[src/scs_map.svh]
`ifndef SCS_MAP_SVH
`define SCS_MAP_SVH
`define SCS_CODE_NONE 3'h0
`define SCS_CODE_FULL 3'h1
`define SCS_CODE_LOW 3'h2
`define SCS_CODE_TOO_LOW 3'h3
`define SCS_CODE_TOO_HIGH 3'h4
`define SCS_CODE_FLOAT_HIGH 3'h5
`define SCS_CODE_RECOVERED 3'h6
`define SCS_MEAS_IIN 2'h0
`define SCS_MEAS_VIN 2'h1
`define SCS_MEAS_IOUT 2'h2
`define SCS_MEAS_VOUT 2'h3
`define SCS_SETPT_REG 8'h03
`define SCS_SETPT_LSB 20
`define SCS_APPLY_BIT 46
`define SCS_CMD_BYTES 4'h8
`define SCS_MEAS_MAX 10'h03ff
`define SCS_DEV_ADDR 7'h01
`define SCS_WDT_NS 1000000
`define SCS_CLK_NS 100
`endif

[src/scs_pkg.sv]
package scs_pkg;
    typedef enum logic [5:0] {
        ST_IDLE = 6'b00_0001,
        ST_FETCH = 6'b00_0010,
        ST_EVAL = 6'b00_0100,
        ST_SEND = 6'b00_1000,
        ST_WAIT = 6'b01_0000,
        ST_DONE = 6'b10_0000
    } scs_state_t;
    typedef logic [15:0] scs_slot_t;
endpackage : scs_pkg

[src/scs_link_if.sv]
`timescale 1ns/1ns
interface scs_link_if;
    logic rd_start;
    logic wr_start;
    logic [3:0] wr_count;
    logic [7:0] wr_byte;
    logic [3:0] wr_index;
    logic busy;
    logic rd_valid;
    logic [1:0] rd_slot;
    logic [9:0] rd_data;
    modport master (
        output rd_start, wr_start, wr_count, wr_byte,
        input busy, rd_valid, rd_slot, rd_data, wr_index
    );
    modport engine (
        input rd_start, wr_start, wr_count, wr_byte,
        output busy, rd_valid, rd_slot, rd_data, wr_index
    );
endinterface : scs_link_if

[src/scs_i2c_engine.sv]
`timescale 1ns/1ns
`include "scs_map.svh"
// Byte-level I2C engine: sends counted bytes and reads four 10-bit values.
module scs_i2c_engine #(
    parameter int DIV = 25
) (
    input wire logic sys_clk,
    input wire logic rst,
    scs_link_if.engine lk,
    input wire logic sda_in,
    output logic sda_out,
    output logic sda_oe_n,
    output logic scl_out
);
    // A sample lands one tick after the low half, and the two-flop delay needs four cycles of it.
    initial if (DIV < 4 || DIV > 256) $error("DIV out of range");
    logic [7:0] div_q;
    logic tick;
    logic [3:0] phase_q;
    logic [3:0] bit_q;
    logic [3:0] byte_q;
    logic [3:0] total_q;
    logic rd_mode_q;
    logic [7:0] sh_q;
    logic [15:0] acc_q;
    logic [1:0] slot_q;
    logic sda_s1_q, sda_s2_q;
    logic drive_low_q;
    logic run_q;
    assign tick = (div_q == 8'(DIV - 1));
    assign lk.busy = run_q;
    // Point at the next byte, so that the byte boundary loads it and not the one just sent.
    assign lk.wr_index = run_q ? byte_q + 4'h1 : 4'h0;
    assign sda_out = 1'b0;
    assign sda_oe_n = ~drive_low_q;
    always_ff @(posedge sys_clk)
    begin
        sda_s1_q <= sda_in;
        sda_s2_q <= sda_s1_q;
    end
    always_ff @(posedge sys_clk)
    begin
        if (rst || tick)
            div_q <= 8'h00;
        else
            div_q <= div_q + 8'h01;
    end
    // Each bit takes two ticks: low half drives data, high half samples and shifts.
    always_ff @(posedge sys_clk)
    begin
        lk.rd_valid <= 1'b0;
        if (rst)
        begin
            run_q <= 1'b0;
            scl_out <= 1'b1;
            drive_low_q <= 1'b0;
            phase_q <= 4'h0;
            bit_q <= 4'h0;
            byte_q <= 4'h0;
            total_q <= 4'h0;
            rd_mode_q <= 1'b0;
            sh_q <= 8'h00;
            acc_q <= 16'h0000;
            slot_q <= 2'h0;
            lk.rd_slot <= 2'h0;
            lk.rd_data <= 10'h000;
        end
        else if (!run_q)
        begin
            if (lk.wr_start || lk.rd_start)
            begin
                run_q <= 1'b1;
                rd_mode_q <= lk.rd_start;
                total_q <= lk.rd_start ? 4'h8 : lk.wr_count;
                byte_q <= 4'h0;
                bit_q <= 4'h0;
                slot_q <= 2'h0;
                drive_low_q <= 1'b1;
                sh_q <= lk.rd_start ? {`SCS_DEV_ADDR, 1'b1} : lk.wr_byte;
            end
        end
        else if (tick)
        begin
            phase_q <= phase_q ^ 4'h1;
            if (phase_q[0] == 1'b0)
            begin
                scl_out <= 1'b0;
                if (bit_q < 4'h8)
                    drive_low_q <= rd_mode_q ? 1'b0 : ~sh_q[7];
                else
                    drive_low_q <= rd_mode_q;
            end
            else
            begin
                scl_out <= 1'b1;
                if (bit_q < 4'h8)
                begin
                    sh_q <= {sh_q[6:0], sda_s2_q};
                    bit_q <= bit_q + 4'h1;
                end
                else
                begin
                    bit_q <= 4'h0;
                    byte_q <= byte_q + 4'h1;
                    sh_q <= lk.wr_byte;
                    if (rd_mode_q && byte_q[0])
                    begin
                        lk.rd_valid <= 1'b1;
                        lk.rd_slot <= slot_q;
                        lk.rd_data <= {acc_q[1:0], sh_q};
                        slot_q <= slot_q + 2'h1;
                    end
                    acc_q <= {acc_q[7:0], sh_q};
                    if (byte_q + 4'h1 >= total_q)
                    begin
                        run_q <= 1'b0;
                        drive_low_q <= 1'b0;
                        scl_out <= 1'b1;
                    end
                end
            end
        end
    end
endmodule : scs_i2c_engine

[src/scs_watchdog.sv]
`timescale 1ns/1ns
`include "scs_map.svh"
// Watchdog: times out if the main loop stops kicking it.
module scs_watchdog #(
    parameter int LIMIT = `SCS_WDT_NS / `SCS_CLK_NS
) (
    input wire logic sys_clk,
    input wire logic rst,
    input wire logic kick,
    output logic expired
);
    initial if (LIMIT < 2) $error("LIMIT too small");
    logic [23:0] cnt_q;
    always_ff @(posedge sys_clk)
    begin
        if (rst || kick)
            cnt_q <= 24'h00_0000;
        else if (!expired)
            cnt_q <= cnt_q + 24'h00_0001;
    end
    assign expired = (cnt_q >= 24'(LIMIT));
endmodule : scs_watchdog

[src/scs_charge_sequencer.sv]
`timescale 1ns/1ns
`include "scs_map.svh"
// How it works
// - Code 1 sends the float voltage setpoint over I2C.
// - Code 2 switches to trickle charging.
// - Codes 3 or 4 set the hold bit, keeping converter in reset.
// - Code 5 holds converter in reset and sets hysteresis flag.
// - Code 6 releases reset unless the Li-ion charge is done, and clears hysteresis flag, only while that flag is set.
// - The watchdog is kicked exactly once per loop pass.
// - Each pass fetches measurements first, then evaluates the code.
// - Measurements are 10-bit unsigned, full scale 1023, low bits of slot.
// - Four 16-bit slots: input current, input voltage, output current, output voltage.
// - A transmission sends a given byte count from buffer index zero upward.
// - The target routine transmits the stored output voltage target.
// - Near-zero output current enables the start-up assist, only while the hold bit is clear.
// - Li-ion cut-off needs voltage at limit and current under threshold.
// - After Li-ion cut-off no trickle charge is applied.
// - Code 0x3FF means 5V at the output-voltage sense input.
// - Setpoint is re-sent whenever the converter leaves reset.
// - Setpoint goes to register 0x03, bits 20:29, apply bit 46.
// - Code 5 comes from float voltage above 13.6V.
// - Panel readings are invalid while the start-up assist is on.
module scs_charge_sequencer #(
    parameter int I2C_DIV = 25,
    parameter int WDT_LIMIT = `SCS_WDT_NS / `SCS_CLK_NS,
    parameter int LOW_CUR = 10'h008
) (
    input wire logic sys_clk,
    input wire logic rst,
    input wire logic [2:0] battery_state_code,
    input wire logic state_valid,
    input wire logic liion_mode,
    input wire logic [9:0] voutmax,
    input wire logic [9:0] liion_vlimit,
    input wire logic [9:0] liion_cur_limit,
    input wire logic sda_in,
    output logic sda_out,
    output logic sda_oe_n,
    output logic scl_out,
    output logic converter_hold_bit,
    output logic trickle_mode,
    output logic hysteresis_flag,
    output logic startup_assist,
    output logic charge_done,
    output logic panel_valid,
    output logic wdt_expired,
    output logic loop_tick,
    output scs_pkg::scs_slot_t meas_iin,
    output scs_pkg::scs_slot_t meas_vin,
    output scs_pkg::scs_slot_t meas_iout,
    output scs_pkg::scs_slot_t meas_vout
);
    import scs_pkg::*;
    initial if (LOW_CUR > 1023) $error("LOW_CUR out of range");
    scs_link_if lk ();
    scs_state_t st_q;
    scs_slot_t outval_q [4];
    logic [7:0] buf_q [8];
    logic [2:0] code_q;
    logic hold_prev_q;
    logic resend_q;
    logic [47:0] frame;
    logic [63:0] cmd_word;
    logic cutoff_hit;
    logic done_now;
    logic wdt_kick;

    ////////////////////////////////////////////////////////////////////////
    scs_i2c_engine #(
        .DIV(I2C_DIV)
    ) u_eng (
        .sys_clk(sys_clk),
        .rst(rst),
        .lk(lk.engine),
        .sda_in(sda_in),
        .sda_out(sda_out),
        .sda_oe_n(sda_oe_n),
        .scl_out(scl_out)
    );
    scs_watchdog #(
        .LIMIT(WDT_LIMIT)
    ) u_wdt (
        .sys_clk(sys_clk),
        .rst(rst),
        .kick(wdt_kick),
        .expired(wdt_expired)
    );

    ////////////////////////////////////////////////////////////////////////
    // The full-scale code maps to 5V at the sense input, so voutmax is sent raw.
    always_comb
    begin
        frame = 48'h0000_0000_0000;
        frame[`SCS_SETPT_LSB +: 10] = voutmax;
        frame[`SCS_APPLY_BIT] = 1'b1;
    end
    // Address byte first, then the register, then the setpoint word from its low byte up.
    assign cmd_word = {frame, `SCS_SETPT_REG, `SCS_DEV_ADDR, 1'b0};
    genvar gi;
    generate
        for (gi = 0; gi < 8; gi++)
        begin : g_buf
            always_ff @(posedge sys_clk)
            begin
                if (rst)
                    buf_q[gi] <= 8'h00;
                else if (st_q == ST_EVAL)
                    buf_q[gi] <= cmd_word[gi * 8 +: 8];
            end
        end
    endgenerate
    assign lk.wr_byte = buf_q[lk.wr_index[2:0]];
    assign lk.wr_count = `SCS_CMD_BYTES;
    assign lk.rd_start = (st_q == ST_FETCH) && !lk.busy;
    assign lk.wr_start = (st_q == ST_SEND) && !lk.busy;

    ////////////////////////////////////////////////////////////////////////
    // Loop sequence: fetch, evaluate, optional send, then one watchdog kick.
    always_ff @(posedge sys_clk)
    begin
        if (rst)
            st_q <= ST_IDLE;
        else
        begin
            case (st_q)
                ST_IDLE: st_q <= ST_FETCH;
                ST_FETCH: if (!lk.busy) st_q <= ST_WAIT;
                ST_WAIT: if (!lk.busy) st_q <= state_valid ? ST_EVAL : ST_WAIT;
                ST_EVAL:
                    if (code_q == `SCS_CODE_FULL || resend_q)
                        st_q <= ST_SEND;
                    else
                        st_q <= ST_DONE;
                ST_SEND: if (!lk.busy) st_q <= ST_DONE;
                ST_DONE: if (!lk.busy) st_q <= ST_FETCH;
                default: st_q <= ST_IDLE;
            endcase
        end
    end
    assign wdt_kick = (st_q == ST_DONE) && !lk.busy;
    assign loop_tick = wdt_kick;
    always_ff @(posedge sys_clk)
    begin
        if (rst)
            code_q <= `SCS_CODE_NONE;
        else if (st_q == ST_WAIT)
            code_q <= battery_state_code;
    end

    ////////////////////////////////////////////////////////////////////////
    generate
        for (gi = 0; gi < 4; gi++)
        begin : g_meas
            always_ff @(posedge sys_clk)
            begin
                if (rst)
                    outval_q[gi] <= 16'h0000;
                else if (lk.rd_valid && lk.rd_slot == 2'(gi))
                    outval_q[gi] <= {6'h00, lk.rd_data};
            end
        end
    endgenerate
    assign meas_iin = outval_q[`SCS_MEAS_IIN];
    assign meas_vin = outval_q[`SCS_MEAS_VIN];
    assign meas_iout = outval_q[`SCS_MEAS_IOUT];
    assign meas_vout = outval_q[`SCS_MEAS_VOUT];
    assign panel_valid = !startup_assist;

    ////////////////////////////////////////////////////////////////////////
    // Hold, hysteresis and trickle act on the code once per pass.
    always_ff @(posedge sys_clk)
    begin
        if (rst)
        begin
            converter_hold_bit <= 1'b1;
            hysteresis_flag <= 1'b0;
            trickle_mode <= 1'b0;
        end
        else if (st_q == ST_EVAL)
        begin
            case (code_q)
                `SCS_CODE_FULL: converter_hold_bit <= charge_done;
                `SCS_CODE_LOW:
                begin
                    trickle_mode <= !(liion_mode && done_now);
                    converter_hold_bit <= liion_mode && done_now;
                end
                `SCS_CODE_TOO_LOW, `SCS_CODE_TOO_HIGH: converter_hold_bit <= 1'b1;
                `SCS_CODE_FLOAT_HIGH:
                begin
                    converter_hold_bit <= 1'b1;
                    hysteresis_flag <= 1'b1;
                end
                `SCS_CODE_RECOVERED:
                    if (hysteresis_flag)
                    begin
                        converter_hold_bit <= charge_done;
                        hysteresis_flag <= 1'b0;
                    end
                default: ;
            endcase
            // The cut-off acts in the pass that detects it, so no trickle slips through.
            if (done_now)
            begin
                converter_hold_bit <= 1'b1;
                trickle_mode <= 1'b0;
            end
        end
    end
    // A Li-ion charge ends only when voltage and current agree, since dim light also drops current.
    always_ff @(posedge sys_clk)
    begin
        if (rst || !liion_mode)
            charge_done <= 1'b0;
        else if (cutoff_hit)
            charge_done <= 1'b1;
    end
    assign cutoff_hit = (st_q == ST_EVAL) && liion_mode && meas_vout >= {6'h00, liion_vlimit}
                        && meas_iout < {6'h00, liion_cur_limit};
    assign done_now = charge_done || cutoff_hit;
    // Re-send the setpoint after each release, since the controller loses it in reset.
    always_ff @(posedge sys_clk)
    begin
        if (rst)
        begin
            hold_prev_q <= 1'b1;
            resend_q <= 1'b0;
        end
        else
        begin
            hold_prev_q <= converter_hold_bit;
            if (hold_prev_q && !converter_hold_bit)
                resend_q <= 1'b1;
            else if (st_q == ST_SEND && !lk.busy)
                resend_q <= 1'b0;
        end
    end
    always_ff @(posedge sys_clk)
    begin
        if (rst)
            startup_assist <= 1'b0;
        else if (st_q == ST_EVAL)
            startup_assist <= !converter_hold_bit && meas_iout < 16'(LOW_CUR);
    end
endmodule : scs_charge_sequencer

[config.mk]
export PLATFORM = sky130hd
export DESIGN_NAME = scs_charge_sequencer
export DESIGN_NICKNAME = d
export VERILOG_FILES = /design/src/scs_pkg.sv /design/src/scs_link_if.sv /design/src/scs_i2c_engine.sv /design/src/scs_watchdog.sv /design/src/scs_charge_sequencer.sv
export VERILOG_INCLUDE_DIRS = /design/src
export SDC_FILE = /design/constraint.sdc
export NUM_CORES = 1
export LEC_CHECK = 0
export BUFFER_PORTS_ARGS = -buffer_cell sky130_fd_sc_hd__buf_4
export CORE_UTILIZATION = 56
export CTS_CLUSTER_DIAMETER = 80
export CTS_CLUSTER_SIZE = 14
export DETAILED_ROUTE_END_ITERATION = 10
export GPL_ROUTABILITY_DRIVEN = 0
export MAX_ROUTING_LAYER = met4
export PLACE_DENSITY = 0.9
export REMOVE_ABC_BUFFERS = 1
export SLEW_MARGIN = 0
export SYNTH_ARGS = -nofsm -noshare
export SYNTH_HDL_FRONTEND = slang
export SYNTH_SLANG_ARGS = --single-unit
[constraint.sdc]
create_clock -name sys_clk -period 2.5 [get_ports sys_clk]
set_input_delay 0.75 -clock sys_clk [delete_from_list [all_inputs] [get_ports sys_clk]]
set_output_delay 0.75 -clock sys_clk [all_outputs]
set_load 0.02 [all_outputs]
# --- Word-level counts from Yosys, hierarchy flattened ---
# Memories as Yosys holds them, arrays and structs flattened.
# Index checks and enable logic that the tools add are counted.
# W data, S select, Z words.
word_totals:
  in_bits: 38
  latch_bits: 0
  rom_bits: 0
  mem_count: 2
  regBits: 89
  wordCells: 212
  ram_bits: 104
op_classes:
  bitwise: 18
  n_addsub: 5
  mul: 0
  magnitude_cmp: 6
  shift: 0
  div_mod_pow: 0
  n_eq_ne: 27
  n_reduce_logical: 45
  n_mux: 82
memory_table:
  columns: ["name", "depth", "word_bits", "rd", "rd_clocked_by_memory_dff", "wr", "line_no", "text"]
  rows:
  - ["buf_q", 8, 8, 1, 0, 8, "scs_charge_sequencer.sv:58", "logic [7:0] buf_q [8];"]
  - ["outval_q", 4, 10, 4, 0, 4, "scs_charge_sequencer.sv:57", "scs_slot_t outval_q [4];"]
op_table:
  columns: ["operator", "count"]
  rows:
  - ["$mux W8", 14]
  - ["$mux W10", 4]
  - ["$mux W1", 39]
  - ["$mux W4", 9]
  - ["$pmux W6 S6", 1]
  - ["$mux W6", 5]
  - ["$add A24 B1 Y24 const B", 1]
  - ["$ge A24 B14 Y1 const B", 1]
  - ["$ge A16 B10 Y1", 1]
  - ["$lt A16 B10 Y1", 1]
  - ["$lt A16 B4 Y1 const B", 1]
  - ["$reduce_and A4 Y1", 4]
  - ["$logic_and A1 B1 Y1", 14]
  - ["$mux W2", 6]
  - ["$ne A2 B2 Y1 const B", 6]
  - ["$or A1 B1 Y1", 12]
  - ["$reduce_and A5 Y1", 2]
  - ["$eq A3 B3 Y1 const B", 3]
  - ["$ne A3 B3 Y1 const B", 3]
  - ["$add A4 B1 Y4 const B", 2]
  - ["$add A8 B1 Y8 const B", 1]
  - ["$eq A8 B5 Y1 const B", 1]
  - ["$reduce_and A2 Y1", 4]
  - ["$reduce_bool A2 Y1", 4]
  - ["26 further kinds", 44]

# --- Logic depth before layout (Yosys ltp) ---
depth:
  depth_word: 9
  ltp_mapped: 9
  mapped_depth_nobuf: 8

# --- By module ---
# A second synthesis with hierarchy kept.
unflattened:
  cells_unflattened: 720
  area_unflattened_um2: 7105.6
modules_own_cells:
  columns: ["module", "seq_area_each_um2", "area_per_inst_um2", "cells_each", "n_inst"]
  rows:
  - ["scs_charge_sequencer", 1851.8, 3588.4, 336, 1]
  - ["scs_i2c_engine", 1041.0, 2434.8, 270, 1]
  - ["scs_watchdog", 480.5, 1082.3, 114, 1]

# --- Least setup slack after synthesis ---
# No wires, ideal clock.
synth_timing:
  kind: "register -> output"
  startpoint: "register u_wdt.cnt_q[6]"
  endpoint: "output port wdt_expired"
  setup_slack_ns: 0.038
  path_stages_with_launch: 7
  required_time_ns: 1.750
  arrival_ns: 1.712
  n_path_buf: 2
  path_cell_list: "dfxtp_1 -> clkbuf_1 -> or4_1 -> a41o_1 -> buf_6 -> a21oi_1 -> inv_1"
synth_via:
  elab_chain_cells: 1
synth_rtl:
  columns: ["element", "line_no", "text"]
  rows:
  - ["start, declared", "scs_watchdog.sv:13", "logic [23:0] cnt_q;"]
  - ["start signal, assigned", "scs_watchdog.sv:19", "cnt_q <= cnt_q + 24'h00_0001;"]
  - ["$ge A24 B14 Y1", "scs_watchdog.sv:21", "assign expired = (cnt_q >= 24'(LIMIT));"]
  - ["end, declared", "scs_charge_sequencer.sv:46", "output logic wdt_expired,"]
# Every way passes these cells.

# --- Worst setup path in the final report ---
layout_timing:
  startpoint: "register u_wdt.cnt_q[7]"
  endpoint: "output port wdt_expired"
# Same word-level chain as after synthesis.

==> impl_metrics.csv <==
group,metric,value,unit
yosys,syn_area,6680,um2
setup_path,combined_buffer_and_inverter_count_along_the_critical_path,2,
setup_path,r2r_end,"u_wdt.cnt_q[9]",
yosys,post_synth_mux_area_share,0.00918,
yosys,ys_top_cells_by_count,"sky130_fd_sc_hd__dfxtp_1 (89), sky130_fd_sc_hd__and2_1 (67), sky130_fd_sc_hd__nand2_1 (66)",
global_routing,globalRouteTotalUtil,0.258,
run,drv_cap,0,
timing,finalSetupTns,-0.127,ns
yosys,ys_warn_count,0,
setup_path,path_max_fanout,5,
timing,finalCritPeriodShare,1.05,
timing,finalSetupViolations,1,
yosys,synth_instances,694,
setup_path,cp_top_family,"simple AND/OR/NAND/NOR gates",
setup_path,cp_data_arrival_time,1.88,ns
setup_path,crit_chain,"or4_4, a41o_1, a21oi_2, inv_1, buf_6",
yosys,yosysUniqueCellTypes,56,
min_path,endpoint_of_the_worst_hold_path,"u_eng.sda_s2_q",
finish,final_net_count,853,
global_routing,grt_start_max_net_pins,38,
floorplan,cell_rows,39,
global_routing,global_route_wire_length_before_repair,24.5,mm
drt,wl_per_cell,15.8,um
clock_tree,clock_tree.buffer_depth,2,
min_path,worstHoldStart,"u_eng.sda_s1_q",
timing,fin_ws,-0.127,ns
clock_tree,cts_tree,"done",
min_path,hold-path-cell-count,0,
setup_path,critical-path-slowest-cell,"sky130_fd_sc_hd__or4_4",
yosys,synth_flop_cell,"sky130_fd_sc_hd__dfxtp_1",
setup_path,worstPathRequired,1.75,ns
pwr,power.static_leakage,3.22,nW
yosys,asyncSetResetFlopFracSynth,0,
yosys,synth-xor-area-share,0.0302,
yosys,synth_compound_gate_area_share,0.127,
pwr,ir_drop,0.504,mV
floorplan,pin_count,113,
floorplan,floorplan.initialDensity,0.580,
drt,drtIter0Drc,436,
floorplan,core,11500,um2
yosys,yosysTopAreaCellShare,0.267,
place,post-place-ws,-0.0209,ns
yosys,ys_top_cells_by_area,"sky130_fd_sc_hd__dfxtp_1 (27%), sky130_fd_sc_hd__edfxtp_1 (23%), sky130_fd_sc_hd__and2_1 (6.3%)",
timing,rsz_0062_raised_after_global_routing,"true",
timing,worst_pin_slew,0.716,ns
clock_tree,numCtsBuffers,17,
floorplan,floorplan.die_area,12400,um2
pwr,pwr_density_cell,698,nW/um2
timing,final-max-slew-violation-count,0,
finish,num-fill-cells,803,
timing,finalCriticalPeriod,2.63,ns
setup_path,criticalPathCategory,"reg -> out",
place,place.port_buffers,87,
finish,non_filler_cells_final,945,
drt,drt.antenna.violating_nets,0,
setup_path,cp-start-kind,"flop",
yosys,avgSynthCellArea,9.62,um2
setup_path,regToRegStartpoint,"u_wdt.cnt_q[7]",
timing,hold_viol,0,
run_status,failed_checks,"design-rule violations, negative setup slack",
floorplan,die_height,111,um
yosys,synth_simple_gate_area_frac,0.214,
pwr,p_total,5.63,mW
clock_tree,h-tree-depth,4,
yosys,yosys.area_share.adder,0.0502,
yosys,ys_ff_latch,140,
timing,fin_worst_hold_slack,0.327,ns
drt,drt_pass1_iterations,9,
yosys,synth-seq-area-share,0.496,
yosys,synth_most_common_cell,"sky130_fd_sc_hd__dfxtp_1",
floorplan,die_w,111,um
clock_tree,clk_transition_reported_paths,0.06,ns
min_path,worstHoldPathType,"reg -> reg",
clock_tree,clk-insertion-delay-late,0.42,ns
setup_path,crit_path_end_kind,"primary output",
run_status,status,"finished, violations left",
setup_path,worst_case_register_to_register_setup_slack,0.16,ns
timing,fin_skew,0.00770,ns
place,dp_cells,909,
yosys,synth_edf_count,51,
drt,drc_errors,21,
drt,via_count,5422,
finish,antennaDiodeCount,0,
timing,fmaxAchievable,381,MHz
yosys,most_area_hungry_cell_type_in_the_yosys_netlist,"sky130_fd_sc_hd__dfxtp_1",
drt,vias_per_cell,5.74,
place,hpwlAfterDp,10.2,mm
yosys,synth_top_family_by_area,"simple AND/OR/NAND/NOR gates",
setup_path,timing.reg2reg.worst_path_depth,7,
global_routing,vias_in_the_first_global_route,5278,
finish,fraction_of_final_layout_cells_sized_beyond_drive_strength_1,0.195,
drt,drt_wl_total,14.9,mm
global_routing,initial_antenna_violation_count,0,
finish,layout-area-overhead-vs-synth,20.9,%
setup_path,critPathMaxStageDelay,0.51,ns
timing,slew_headroom,0.521,
clock_tree,cts.sinks,140,
clock_tree,cts-root-buf,"sky130_fd_sc_hd__clkbuf_16",
global_routing,globalRoute.totalOverflow,0,
layout make-up:
| class | count | area, um2 | share of cell area |
|---|---|---|---|
| clock buffers | 18 | 429 | 0.0532 |
| flip-flops and latches | 140 | 3320 | 0.411 |
| clock inverters | 14 | 168 | 0.0208 |
| repair buffers | 108 | 827 | 0.102 |
| inverters | 45 | 169 | 0.0209 |
| well taps | 143 | 179 | 0.0222 |
| multi-input cells | 477 | 2980 | 0.369 |
cell usage in the layout (no fill, tap or decap), drive strengths merged, types with 13 or more instances in the layout:
master,Yosys,layout
nand2,66,66
and2,67,67
nor2,42,42
edfxtp,51,51
xnor2,14,14
ha,26,26
a21oi,49,49
buf,30,108
nand3,35,35
dfxtp,89,89
clkbuf,26,18
conb,1,25
inv,45,49
a211oi,13,13
power by group:
group          leakage (nW)  switching, mW  total [mW]  internal, mW
combinational          1.69          0.350       0.588         0.238
sequential             1.25         0.0857        2.52          2.44
clock                 0.280          0.956        2.52          1.57
metrics by stage:
step	cell area, um2	utilization
final	8070	0.701
after floorplan	6450	-
after global routing	8070	0.701
after global placement	7420	0.645
after CTS	8050	0.699
after detailed placement	7420	0.645
cells by family (layout without fill, tap and decap cells):
logic type,Yosys count,after routing
buffers and inverters,101,185
AO/OA/AOI/OAI,119,119
XOR/XNOR,23,23
other,1,25
flip-flops,140,140
AND/OR/NAND/NOR,277,277
adder cells (fa/ha/maj),27,27
multiplexers,6,6
state kept, by name (all words and copies together) (netlist names), 2 cells and up:
| register | cells |
|---|---|
| buf_q | 11 |
| u_eng.slot_q | 2 |
| u_eng.div_q | 8 |
| u_eng.byte_q | 4 |
| u_eng.sh_q | 8 |
| u_eng.acc_q | 2 |
| u_eng.lk.rd_data | 10 |
| code_q | 3 |
| st_q | 6 |
| outval_q | 40 |
| u_eng.lk.rd_slot | 2 |
| u_eng.bit_q | 4 |
| u_wdt.cnt_q | 24 |
metal layers:
layer | GRT usage | wire (um) | vias to the layer above
met2 | 0.432 | 7630 | 215
met3 | 0.0618 | 921 | 50
li1 | - | - | 2577
met4 | 0.125 | 463 | 0
met1 | 0.289 | 5910 | 2580
met5 | - | 0 | -
how the worst max path moves through the flow:
stage,startpoint,to,slack (ns),cells past startpoint
after floorplan,u_wdt.cnt_q[7],wdt_expired,0.001,4
after global placement,u_wdt.cnt_q[13],wdt_expired,0.19,4
after detailed placement,liion_cur_limit[1],charge_done,-0.02,7
after CTS,u_wdt.cnt_q[4],wdt_expired,-0.10,5
after global routing,u_wdt.cnt_q[7],wdt_expired,-0.17,5
final,u_wdt.cnt_q[7],wdt_expired,-0.13,5
repair_timing:
| action | CTS | global route |
|---|---|---|
| hold endpoints to repair | 0 | 0 |
| setup endpoints to repair | 1 | 1 |
| buffers inserted | 2 | 2 |
| pin swaps | 3 | 1 |
| hold buffers | 0 | 0 |
| gates resized for setup | 5 | 2 |
Note: power is estimated with default switching activity, not from simulation.
